==> src/verilog/tmcr_pkg.sv <==
// Package for the transceiver main configuration register bank
// Assumes a byte-wide register port on a single clock
package tmcr_pkg;

  // ------------------------------------------------------------
  // Register offsets
  // ------------------------------------------------------------
  localparam logic [4:0] TMCR_OFF_STATE_BAND = 5'h00;
  localparam logic [4:0] TMCR_OFF_DATA_MOD = 5'h01;
  localparam logic [4:0] TMCR_OFF_DEV_DIV = 5'h02;
  localparam logic [4:0] TMCR_OFF_RATE_C = 5'h03;
  localparam logic [4:0] TMCR_OFF_RATE_D = 5'h04;
  localparam logic [4:0] TMCR_OFF_RAMP = 5'h05;

  // ------------------------------------------------------------
  // Group boundaries
  // ------------------------------------------------------------
  localparam logic [4:0] TMCR_MAIN_LAST = 5'h0b;
  localparam logic [4:0] TMCR_IRQ_LAST = 5'h0f;
  localparam logic [4:0] TMCR_RX_LAST = 5'h15;
  localparam logic [4:0] TMCR_SYNC_LAST = 5'h19;
  localparam logic [4:0] TMCR_TX_ADDR = 5'h1a;
  localparam logic [4:0] TMCR_OSC_ADDR = 5'h1b;
  localparam logic [4:0] TMCR_PKT_LAST = 5'h1e;

  // ------------------------------------------------------------
  // Reset values
  // ------------------------------------------------------------
  localparam logic [2:0] TMCR_RST_STATE = 3'h1;
  localparam logic [2:0] TMCR_RST_BAND = 3'h4;
  localparam logic [1:0] TMCR_RST_QUARTER = 2'h0;
  localparam logic [1:0] TMCR_RST_DATA_MODE = 2'h0;
  localparam logic [1:0] TMCR_RST_MOD = 2'h2;
  localparam logic [1:0] TMCR_RST_THRESH = 2'h1;
  localparam logic [1:0] TMCR_RST_IF_GAIN = 2'h0;
  localparam logic [7:0] TMCR_RST_DEV = 8'h03;
  localparam logic [7:0] TMCR_RST_RATE_C = 8'h07;
  localparam logic [7:0] TMCR_RST_RATE_D = 8'h0f;
  localparam logic [1:0] TMCR_RST_RAMP = 2'h3;
  localparam logic [5:0] TMCR_RST_RAMP_LOW = 6'h06;

  // ------------------------------------------------------------
  // Codes and limits
  // ------------------------------------------------------------
  localparam logic [2:0] TMCR_STATE_MAX = 3'h4;
  localparam logic [2:0] TMCR_BAND_MAX = 3'h5;
  localparam logic [1:0] TMCR_THRESH_RSVD = 2'h3;
  localparam logic [1:0] TMCR_RAMP_FAST = 2'h0;
  localparam logic [7:0] TMCR_RATE_D_MIN = 8'h0f;

  // Operating states
  typedef enum logic [2:0] {
    TMCR_SLEEP = 3'h0,
    TMCR_STANDBY = 3'h1,
    TMCR_SYNTH_ONLY_STATE = 3'h2,
    TMCR_RECEIVE = 3'h3,
    TMCR_TRANSMIT = 3'h4
  } tmcr_op_state_t;

  // Parameter groups
  typedef enum logic [2:0] {
    TMCR_GRP_MAIN = 3'h0,
    TMCR_GRP_IRQ = 3'h1,
    TMCR_GRP_RX = 3'h3,
    TMCR_GRP_SYNC = 3'h2,
    TMCR_GRP_TX = 3'h6,
    TMCR_GRP_OSC = 3'h7,
    TMCR_GRP_PKT = 3'h5,
    TMCR_GRP_NONE = 3'h4
  } tmcr_group_t;

  // Register port request
  typedef struct packed {
    logic [4:0] addr;
    logic [7:0] wdata;
    logic wr;
    logic rd;
  } tmcr_bus_req_t;

  // Decoded settings
  typedef struct packed {
    logic [2:0] op_state;
    logic [2:0] band;
    logic [1:0] quarter;
    logic [1:0] data_mode;
    logic [1:0] modulation_select;
    logic [1:0] keying_threshold_method;
    logic [1:0] if_gain;
    logic [7:0] deviation;
    logic [7:0] rate_coeff_c;
    logic [7:0] rate_coeff_d;
    logic [1:0] amplifier_ramp_time;
    logic [5:0] ramp_low;
  } tmcr_cfg_t;

  // Whole module state
  typedef struct packed {
    tmcr_cfg_t cfg;
    logic [7:0] rdata;
    logic rvalid;
    tmcr_group_t group;
    logic packet_mode;
    logic slow_ramp;
  } tmcr_state_t;

endpackage

==> src/verilog/tmcr_regs.sv <==
// Main configuration register bank of a sub-GHz FSK/OOK transceiver
// Assumes a host register port on mclk with read data one cycle later

`timescale 1ns/1ps
`default_nettype none

module tmcr_regs
  import tmcr_pkg::*;
(
  // Clock and reset
  input wire logic mclk,
  input wire logic sys_rst,
  // Register port
  input wire tmcr_pkg::tmcr_bus_req_t bus_req,
  output logic [7:0] bus_rdata,
  output logic bus_rvalid,
  // Decoded settings
  output tmcr_pkg::tmcr_cfg_t cfg,
  output tmcr_pkg::tmcr_group_t last_group,
  output logic packet_mode,
  output logic slow_ramp
);

  // ------------------------------------------------------------
  // Address decode
  // ------------------------------------------------------------
  function automatic tmcr_group_t group_of(input logic [4:0] a);
    tmcr_group_t g;
    g = TMCR_GRP_NONE;
    if (a <= TMCR_MAIN_LAST)
      g = TMCR_GRP_MAIN;
    else if (a <= TMCR_IRQ_LAST)
      g = TMCR_GRP_IRQ;
    else if (a <= TMCR_RX_LAST)
      g = TMCR_GRP_RX;
    else if (a <= TMCR_SYNC_LAST)
      g = TMCR_GRP_SYNC;
    else if (a == TMCR_TX_ADDR)
      g = TMCR_GRP_TX;
    else if (a == TMCR_OSC_ADDR)
      g = TMCR_GRP_OSC;
    else if (a <= TMCR_PKT_LAST)
      g = TMCR_GRP_PKT;
    return g;
  endfunction

  tmcr_state_t st_reg;
  tmcr_state_t st_next;
  tmcr_group_t acc_group;
  logic acc;

  assign acc = bus_req.wr | bus_req.rd;
  assign acc_group = group_of(bus_req.addr);

  // ------------------------------------------------------------
  // Next state
  // ------------------------------------------------------------
  always_comb
  begin
    st_next = st_reg;
    st_next.rvalid = bus_req.rd;
    st_next.rdata = 8'h00;
    if (acc)
      st_next.group = acc_group;
    if (bus_req.wr)
    begin
      case (bus_req.addr)
        TMCR_OFF_STATE_BAND:
        begin
          if (bus_req.wdata[7:5] <= TMCR_STATE_MAX)
            st_next.cfg.op_state = bus_req.wdata[7:5];
          if (bus_req.wdata[4:2] <= TMCR_BAND_MAX)
            st_next.cfg.band = bus_req.wdata[4:2];
          st_next.cfg.quarter = bus_req.wdata[1:0];
        end
        TMCR_OFF_DATA_MOD:
        begin
          st_next.cfg.data_mode = bus_req.wdata[7:6];
          st_next.cfg.modulation_select = bus_req.wdata[5:4];
          if (bus_req.wdata[3:2] != TMCR_THRESH_RSVD)
            st_next.cfg.keying_threshold_method = bus_req.wdata[3:2];
          st_next.cfg.if_gain = bus_req.wdata[1:0];
        end
        TMCR_OFF_DEV_DIV:
          st_next.cfg.deviation = bus_req.wdata;
        TMCR_OFF_RATE_C:
          st_next.cfg.rate_coeff_c = bus_req.wdata;
        TMCR_OFF_RATE_D:
          st_next.cfg.rate_coeff_d = bus_req.wdata;
        TMCR_OFF_RAMP:
        begin
          st_next.cfg.amplifier_ramp_time = bus_req.wdata[7:6];
          st_next.cfg.ramp_low = bus_req.wdata[5:0];
        end
        default:
          st_next.cfg = st_reg.cfg;
      endcase
    end
    if (bus_req.rd)
    begin
      case (bus_req.addr)
        TMCR_OFF_STATE_BAND:
          st_next.rdata = {st_reg.cfg.op_state, st_reg.cfg.band,
                           st_reg.cfg.quarter};
        TMCR_OFF_DATA_MOD:
          st_next.rdata = {st_reg.cfg.data_mode,
                           st_reg.cfg.modulation_select,
                           st_reg.cfg.keying_threshold_method,
                           st_reg.cfg.if_gain};
        TMCR_OFF_DEV_DIV:
          st_next.rdata = st_reg.cfg.deviation;
        TMCR_OFF_RATE_C:
          st_next.rdata = st_reg.cfg.rate_coeff_c;
        TMCR_OFF_RATE_D:
          st_next.rdata = st_reg.cfg.rate_coeff_d;
        TMCR_OFF_RAMP:
          st_next.rdata = {st_reg.cfg.amplifier_ramp_time,
                           st_reg.cfg.ramp_low};
        default:
          st_next.rdata = 8'h00;
      endcase
    end
    st_next.packet_mode = st_next.cfg.data_mode[1];
    st_next.slow_ramp = (st_next.cfg.amplifier_ramp_time != TMCR_RAMP_FAST);
  end

  // ------------------------------------------------------------
  // State register
  // ------------------------------------------------------------
  always_ff @(posedge mclk)
  begin
    if (sys_rst)
    begin
      st_reg.cfg.op_state <= TMCR_RST_STATE;
      st_reg.cfg.band <= TMCR_RST_BAND;
      st_reg.cfg.quarter <= TMCR_RST_QUARTER;
      st_reg.cfg.data_mode <= TMCR_RST_DATA_MODE;
      st_reg.cfg.modulation_select <= TMCR_RST_MOD;
      st_reg.cfg.keying_threshold_method <= TMCR_RST_THRESH;
      st_reg.cfg.if_gain <= TMCR_RST_IF_GAIN;
      st_reg.cfg.deviation <= TMCR_RST_DEV;
      st_reg.cfg.rate_coeff_c <= TMCR_RST_RATE_C;
      st_reg.cfg.rate_coeff_d <= TMCR_RST_RATE_D;
      st_reg.cfg.amplifier_ramp_time <= TMCR_RST_RAMP;
      st_reg.cfg.ramp_low <= TMCR_RST_RAMP_LOW;
      st_reg.rdata <= 8'h00;
      st_reg.rvalid <= 1'b0;
      st_reg.group <= TMCR_GRP_NONE;
      st_reg.packet_mode <= 1'b0;
      st_reg.slow_ramp <= (TMCR_RST_RAMP != TMCR_RAMP_FAST);
    end
    else
      st_reg <= st_next;
  end

  // ------------------------------------------------------------
  // Outputs
  // ------------------------------------------------------------
  assign bus_rdata = st_reg.rdata;
  assign bus_rvalid = st_reg.rvalid;
  assign cfg = st_reg.cfg;
  assign last_group = st_reg.group;
  assign packet_mode = st_reg.packet_mode;
  assign slow_ramp = st_reg.slow_ramp;

endmodule

`default_nettype wire
==> config.mk <==
export PLATFORM = sky130hd
export DESIGN_NAME = tmcr_regs
export DESIGN_NICKNAME = d
export VERILOG_FILES = /design/src/verilog/tmcr_pkg.sv /design/src/verilog/tmcr_regs.sv
export SDC_FILE = /design/constraint.sdc
export NUM_CORES = 1
export LEC_CHECK = 0
export BUFFER_PORTS_ARGS = -buffer_cell sky130_fd_sc_hd__buf_2
export CAP_MARGIN = 15
export CORE_MARGIN = 1.5
export CORE_UTILIZATION = 30
export DETAILED_ROUTE_END_ITERATION = 8
export SYNTH_ARGS = -nofsm -noshare
export SYNTH_HDL_FRONTEND = slang
export SYNTH_SLANG_ARGS = --single-unit
==> constraint.sdc <==
create_clock -name mclk -period 1.8 [get_ports mclk]
set_input_delay 0.36 -clock mclk [delete_from_list [all_inputs] [get_ports mclk]]
set_output_delay 0.36 -clock mclk [all_outputs]
set_load 0.02 [all_outputs]
**Yosys cells after proc, flatten, opt, wreduce, memory -nomap -nowiden**

Index checks and enable logic that the tools add are counted.

- Register bits: 61
- Bits in latches: 0
- RAM bits: 0
- Memory bits (read-only): 0
- Bits of input ports: 17
- Output and inout bits: 62
- Logic and storage cells: 56
- Memories: 0

- $add $sub $neg: 0
- Multiply operators: 0
- Div/mod/pow operators: 0
- $lt $le $gt $ge: 7
- Equality and inequality tests: 8
- Shift operators: 0
- Multiplexer cells: 10
- Bitwise logic cells: 2
- Reductions and logical operators: 12

Operators by type and width:

| cell | count |
|---|---|
| $pmux 8 s6 | 1 |
| $mux 8 | 2 |
| $le 5x5->1 const B | 3 |
| $mux 3 | 4 |
| $reduce_and 2->1 | 6 |
| $eq 5x2->1 const B | 2 |
| $eq 5x3->1 const B | 2 |
| $eq 5x5->1 const B | 2 |
| $le 5x4->1 const B | 2 |
| $reduce_and 3->1 | 3 |
| $le 3x3->1 const B | 2 |
| $eq 5x1->1 const B | 1 |
| $logic_not 5->1 | 1 |
| $mux 2 | 2 |
| $ne 2x2->1 const B | 1 |
| $reduce_bool 2->1 | 1 |
| $reduce_or 2->1 | 1 |
| $mux 1 | 1 |
| $not 1->1 | 1 |
| $or 1x1->1 | 1 |

**Longest topological paths before layout**

Gate-level depths: netlist of run 1.

- Word-level depth: 8
- Mapped depth: 6
- Depth with buffers taken out: 3

**Worst setup path before layout of run 1**

OpenSTA, ideal clock, no wires.

- Path kind: input port to flip-flop
- From: in bus_req[14] (netlist name)
- To: reg cfg[44] (netlist name)
- Library setup time: 0.120 ns
- Arrival time: 1.533 ns
- Data required time: 1.680 ns
- Setup slack: 0.147 ns
- Cell stages on the path: 4
- Path buffers: 1
- Path through: buf_6 > or4b_4 > or4_1 > o31a_1

- Word-level cells in the longest chain between the ends: 2

Ends and longest elaborated chain:

| element | line | text |
|---|---|---|
| start: declaration | tmcr_regs.sv:14 | `input wire tmcr_pkg::tmcr_bus_req_t bus_req,` |
| $logic_not 5->1 | tmcr_regs.sv:67 | `case (bus_req.addr)` |
| $reduce_and 3->1 (no source line) | -- |  |

Every way passes these cells.
A chain may end at the register's enable or synchronous reset.

**Worst setup path in the final report of run 1**

- From: in bus_req[12] (netlist name)
- To: reg st_reg, in the netlist bus_rdata[0]

- Word-level cells in the longest chain between the ends: 2
- Elaborated cells between the ends (all ways): 7
- Classes of those cells: 5 x eq/ne; 1 x mux; 1 x reduce/logical

Ends and longest elaborated chain:

| element | line | text |
|---|---|---|
| $eq 5x3->1, or another cell as far along | tmcr_regs.sv:101 | `case (bus_req.addr)` |
| $pmux 8 s6 (*) | tmcr_regs.sv:101 |  |
| end signal: assignment | tmcr_regs.sv:153 | `st_reg <= st_next;` |
| end: declaration | tmcr_regs.sv:47 | `tmcr_state_t st_reg;` |

Every way passes the cells marked *; elsewhere a longest branch is shown, timed or not.

==> impl_metrics.py, run 1 <==
metrics = {
    "global_routing": {
        "antenna_found_initial": 0,
        "grtUsageTotal_pct": 18.9,
        "grt_max_degree": 34,
        "grt_pass1_wl_microns": 14500,
        "grt_pass1_vias": 2652,
        "overflow": 0,
    },
    "routing": {
        "dr.pass1.iters": 5,
        "drt_iter0_drc": 182,
        "wirelength_microns": 9240,
        "via_per_inst": 5.27,
        "drcViolationCount": 0,
        "avgRoutedWirePerCell_microns": 17.6,
        "ant_nets": 0,
        "num_vias": 2766,
    },
    "synthesis": {
        "synth_fp_nets": 317,
        "synthTopCellsByArea": "dfxtp_1, mux2_2, mux2i_1",
        "synth_top_area_cell": "dfxtp_1",
        "synth_edf_count": 0,
        "synth_top_area_share_pct": 42.0,
        "synth-async-reset-ratio_pct": 0,
        "synth_seq_cells": 61,
        "synth_flop_cell": "dfxtp_1",
        "ys_warn_count": 0,
        "syn_area_sq_mm": 0.00291,
        "synth.avg_cell_area_sq_um": 9.69,
        "syn_inst": 300,
        "seq_area_frac_synth_pct": 42.0,
        "netlist-cell-type-count": 47,
    },
    "power": {
        "combinationalPowerShare_pct": 11.1,
        "pwr-share-seq_pct": 47.4,
        "leakagePower_nw": 1.61,
        "power_mw": 2.90,
        "switching_share_pct": 25.5,
        "cellPowerDensity_mw_per_mm2": 767,
        "clkPwrFrac_pct": 41.5,
        "p_int_mw": 2.16,
        "ir_drop_v": 0.000376,
        "switchingPower_mw": 0.741,
    },
    "floorplanning": {
        "die_h_microns": 101,
        "core_area_sq_mm": 0.00933,
        "ios": 79,
        "die_area_sq_mm": 0.0103,
        "start_util_pct": 31.2,
        "die_w_microns": 101,
        "core.rowCount": 35,
    },
    "sta": {
        "finalHoldViolCount": 0,
        "finClkSkew_ps": 5.43,
        "slew_headroom_pct": 67.6,
        "rsz0062_at_grt": "no",
        "setup_violations": 0,
        "worst_pin_slew_ps": 474,
        "finalWorstSetupSlack_ps": 324,
        "max_freq_ghz": 0.677,
        "finalMaxSlewViolations": 0,
        "min_period_ps": 1480,
        "period_share_pct": 82.0,
    },
    "cts": {
        "cts-resized-gates": 0,
        "htree_num_levels": 3,
        "cts.sinks": 61,
        "cts_tree": "built",
        "cts.path.max_buffers": 2,
        "holdBufCountCts": 0,
        "clockRootBuffer": "clkbuf_8",
        "clk_latency_ps": 340,
        "numCtsBuffers": 9,
        "clk_pin_slew_ps": 70,
        "post_cts_buffers": 0,
    },
    "place": {
        "place_area_sq_mm": 0.00359,
        "pre_cts_ws_ps": -9.34,
        "place.detailed.hpwl_microns": 6920,
        "gp_congestion": 0.907,
        "numPortBuffers": 78,
    },
    "run_status": {
        "status": "complete, no violations",
    },
    "finish": {
        "final_cell_mix": "buf_2, dfxtp_1, buf_4",
        "ff_latch_area_sq_mm": 0.00122,
        "area_delta_synth_final_pct": 30.1,
        "final_common_cell": "buf_2",
        "stdcell_area_sq_mm": 0.00378,
        "fin_nets": 408,
        "multi_input_comb_area_sq_mm": 0.00153,
        "drive_gt1_share_pct": 38.4,
        "n_fill_cell": 937,
        "diodes": 0,
    },
    "setup_path": {
        "crit_start": "bus_req[12]",
        "r2r_start": "cfg[16]",
        "crit_arrival_ps": 1690,
        "crit_required_ps": 2010,
        "crit_fanout": 7,
        "crit_path_start_kind": "input port",
        "crit_path_end_kind": "register",
        "crit_type": "in -> reg",
    },
    "min_path": {
        "hold_class": "in -> reg",
        "hold_start": "bus_req[0]",
    },
    "run": {
        "drv_cap": 0,
    },
}
==> cells in the mapped netlist (3+ instances only) <==
library cell,number
buf_2,12
a31oi_1,3
inv_1,4
nand3_1,18
clkbuf_1,11
o21ai_0,18
nand2b_1,20
nor2_1,18
dfxtp_1,61
mux2_2,18
a211o_1,10
a21oi_1,19
and3_1,6
nor3_1,6
or4_1,3
nand2_1,8
a222oi_1,6
mux2i_1,17
==> critical path, cell delays in order <==
cell and delay [ps]:
buf_2 110, buf_4 160, buf_4 170, mux2_2 330, a222oi_1 450, nor2_1 90
==> final cells by class <==
| cell class | count | area share [%] |
|---|---|---|
| multi-input combinational | 207 | 40.4 |
| sequential | 61 | 32.3 |
| timing repair buffer | 108 | 17.6 |
| tap | 129 | 4.27 |
| clock buffer | 11 | 3.74 |
| clock inverter | 5 | 1.32 |
| inverter | 4 | 0.397 |
==> registers in the layout (all words and copies together), names as in the netlist <==
name,cells
bus_rdata,8
cfg,48
slow_ramp,1
bus_rvalid,1
last_group,3
==> power by group through the flow <==
| stage | clock, mW | sequential [mW] | combinational (mW) |
|---|---|---|---|
| after floorplan | 0 | 1.42 | 0.165 |
| after CTS | 1.24 | 1.38 | 0.319 |
| after global routing | 1.31 | 1.38 | 0.344 |
| final | 1.21 | 1.38 | 0.321 |
| after global placement | 0 | 1.41 | 0.315 |
| after detailed placement | 0 | 1.41 | 0.317 |
==> kinds of logic (layout without fill, tap and decap cells) <==
group / count (synthesis) / count (layout) / share of synthesized area (%)
simple gates: 97 / 97 / 20.5
compound gates: 73 / 73 / 17.7
flops: 61 / 61 / 42.0
mux: 37 / 37 / 14.4
buf+inv: 32 / 128 / 5.42
==> worst paths after layout <==
check             cells after the start             to  slack, ps
setup reg to reg                      3   bus_rdata[0]        470
hold reg to reg                       2  last_group[1]        460
setup / recovery                      6   bus_rdata[0]        320
hold / removal                        4  last_group[1]        330
==> through the flow <==
stage	cells	setup TNS (ps)	util, %	hold slack (ps)
6_report	525	0	40.6	325
5_1_grt	525	0	40.6	326
4_1_cts	525	0	40.6	316
3_5_place_dp	509	-9.34	38.5	458
3_3_place_gp	509	-7.57	38.5	446
2_1_floorplan	300	0	-	502
==> per-layer routing <==
metal  share of wire [%]  track usage [%]
met4                 2.0             8.44
met1                  46             25.6
met3                 5.6             4.14
met2                  46             28.8
met5                   0                0
Note: power is estimated with default switching activity, not from simulation.
==> run 2: changes to the inputs <==
clock period = 1.4 ns   (was 1.8 ns; I/O delays follow)
==> run 2 against run 1 <==
Compared with the run above: utilization up 2.3 points; clock skew about the same; clock power is 50% higher; routed wire length is 5.6% higher; highest routed layer unchanged; sequential share of layout area shrank 1.7 points; flip-flop and latch count did not move; global-route usage increased by 0.90 points; worst hold slack got worse by 90 ps.
==> impl_metrics.py, run 2 (synthesis results as in run 1) <==
metrics = {
    "cts": {
        "numCtsBuffers": 9,
        "post_cts_buffers": 0,
        "cts-resized-gates": 0,
        "cts.sinks": 61,
        "htree_num_levels": 3,
        "clockRootBuffer": "clkbuf_8",
        "cts_tree": "built",
        "holdBufCountCts": 0,
        "clk_pin_slew_ps": 70,
        "clk_latency_ps": 340,
        "cts.path.max_buffers": 2,
    },
    "sta": {
        "finalMaxSlewViolations": 0,
        "period_share_pct": 97.5,
        "finClkSkew_ps": 5.23,
        "min_period_ps": 1360,
        "rsz0062_at_grt": "no",
        "finalHoldViolCount": 0,
        "holdWs_ps": 235,
        "slew_headroom_pct": 70.1,
        "setup_violations": 0,
        "max_freq_ghz": 0.733,
        "worst_pin_slew_ps": 437,
    },
    "min_path": {
        "hold_class": "in -> reg",
    },
    "finish": {
        "final_cell_mix": "buf_2, dfxtp_1, buf_4",
        "final_common_cell": "buf_2",
        "largest_reg_flops": 48,
        "top_register": "cfg",
        "fin_nets": 428,
        "drive_gt1_share_pct": 41.3,
        "area_delta_synth_final_pct": 37.5,
        "diodes": 0,
    },
    "global_routing": {
        "grt_pass1_vias": 2693,
        "grt_pass1_wl_microns": 15200,
        "antenna_found_initial": 0,
        "grt_max_degree": 49,
        "grtUsageTotal_pct": 19.8,
        "overflow": 0,
    },
    "place": {
        "numPortBuffers": 78,
        "gp_congestion": 0.906,
        "place.detailed.hpwl_microns": 7380,
    },
    "routing": {
        "via_per_inst": 5.23,
        "wirelength_microns": 9760,
        "ant_nets": 0,
        "num_vias": 2852,
        "drt_iter0_drc": 260,
        "drcViolationCount": 0,
        "dr.pass1.iters": 5,
        "avgRoutedWirePerCell_microns": 17.9,
    },
    "run": {
        "drv_cap": 0,
    },
    "power": {
        "cellPowerDensity_mw_per_mm2": 1010,
        "power_mw": 4.03,
        "leakagePower_nw": 1.72,
        "ir_drop_v": 0.000424,
    },
    "setup_path": {
        "crit_path_start_kind": "register",
        "crit_type": "reg -> reg",
        "crit_required_ps": 1630,
        "crit_arrival_ps": 1590,
        "crit_chain": "mux2_2 -> a222oi_1 -> buf_4 -> nor2_1",
        "path_buf_inv": 1,
        "crit_fanout": 3,
        "crit_path_end_kind": "register",
        "worst_path_dominant_cell_family": "compound AO/OA/AOI/OAI gates",
        "cp_slowest_stage_delay_ps": 420,
        "slowest_stage": "a222oi_1",
    },
    "floorplanning": {
        "start_util_pct": 31.2,
        "die_h_microns": 101,
        "die_area_sq_mm": 0.0103,
        "die_w_microns": 101,
        "ios": 79,
        "core.rowCount": 35,
        "core_area_sq_mm": 0.00933,
    },
    "run_status": {
        "status": "complete, no violations",
    },
}
run 2: worst register-to-register path, cell delays in order, from the launching register on:
cell	delay [ps]
dfxtp_1	340
mux2_2	290
a222oi_1	420
buf_4	180
nor2_1	30
run 2: worst paths after layout:
path                  from       endpoint  slack [ps]  cells past startpoint
min reg2reg  last_group[2]  last_group[2]         470                      2
max                cfg[24]   bus_rdata[0]          40                      4
max reg2reg        cfg[24]   bus_rdata[0]          40                      4
min             bus_req[0]     bus_rvalid         240                      3
run 2: through the flow:
step / instances / setup WS (ps) / setup TNS, ps / cell area (sq um) / util (%)
floorplan: 300 / -147 / -417 / 2940 / -
global route: 545 / 6.67 / 0 / 4000 / 42.9
global placement: 529 / -251 / -6370 / 3770 / 40.4
detailed placement: 529 / -261 / -6970 / 3770 / 40.4
finish: 545 / 35.5 / 0 / 4000 / 42.9
CTS: 545 / 31.5 / 0 / 4000 / 42.9
run 2: report_power, final:
part	switching, mW	internal (mW)
Sequential	0.0145	1.76
Clock	0.708	1.10
Combinational	0.258	0.196
Total	0.981	3.05
run 2: routing by layer:
layer | vias to the layer above | part of all wire (%) | global-route usage (%)
li1 | 1332 | - | -
met1 | 1383 | 45 | 27.3
met2 | 123 | 47 | 30.7
met3 | 14 | 6.7 | 3.93
met4 | 0 | 1.4 | 7.05
met5 | - | 0 | 0
run 2: layout make-up:
type / count / area, sq um
well taps: 129 / 161
inverters: 4 / 15.0
flip-flops and latches: 61 / 1220
repair buffers: 128 / 841
clock inverters: 3 / 67.6
multi-input cells: 207 / 1530
fillers: 910 / 5330
clock buffers: 13 / 159
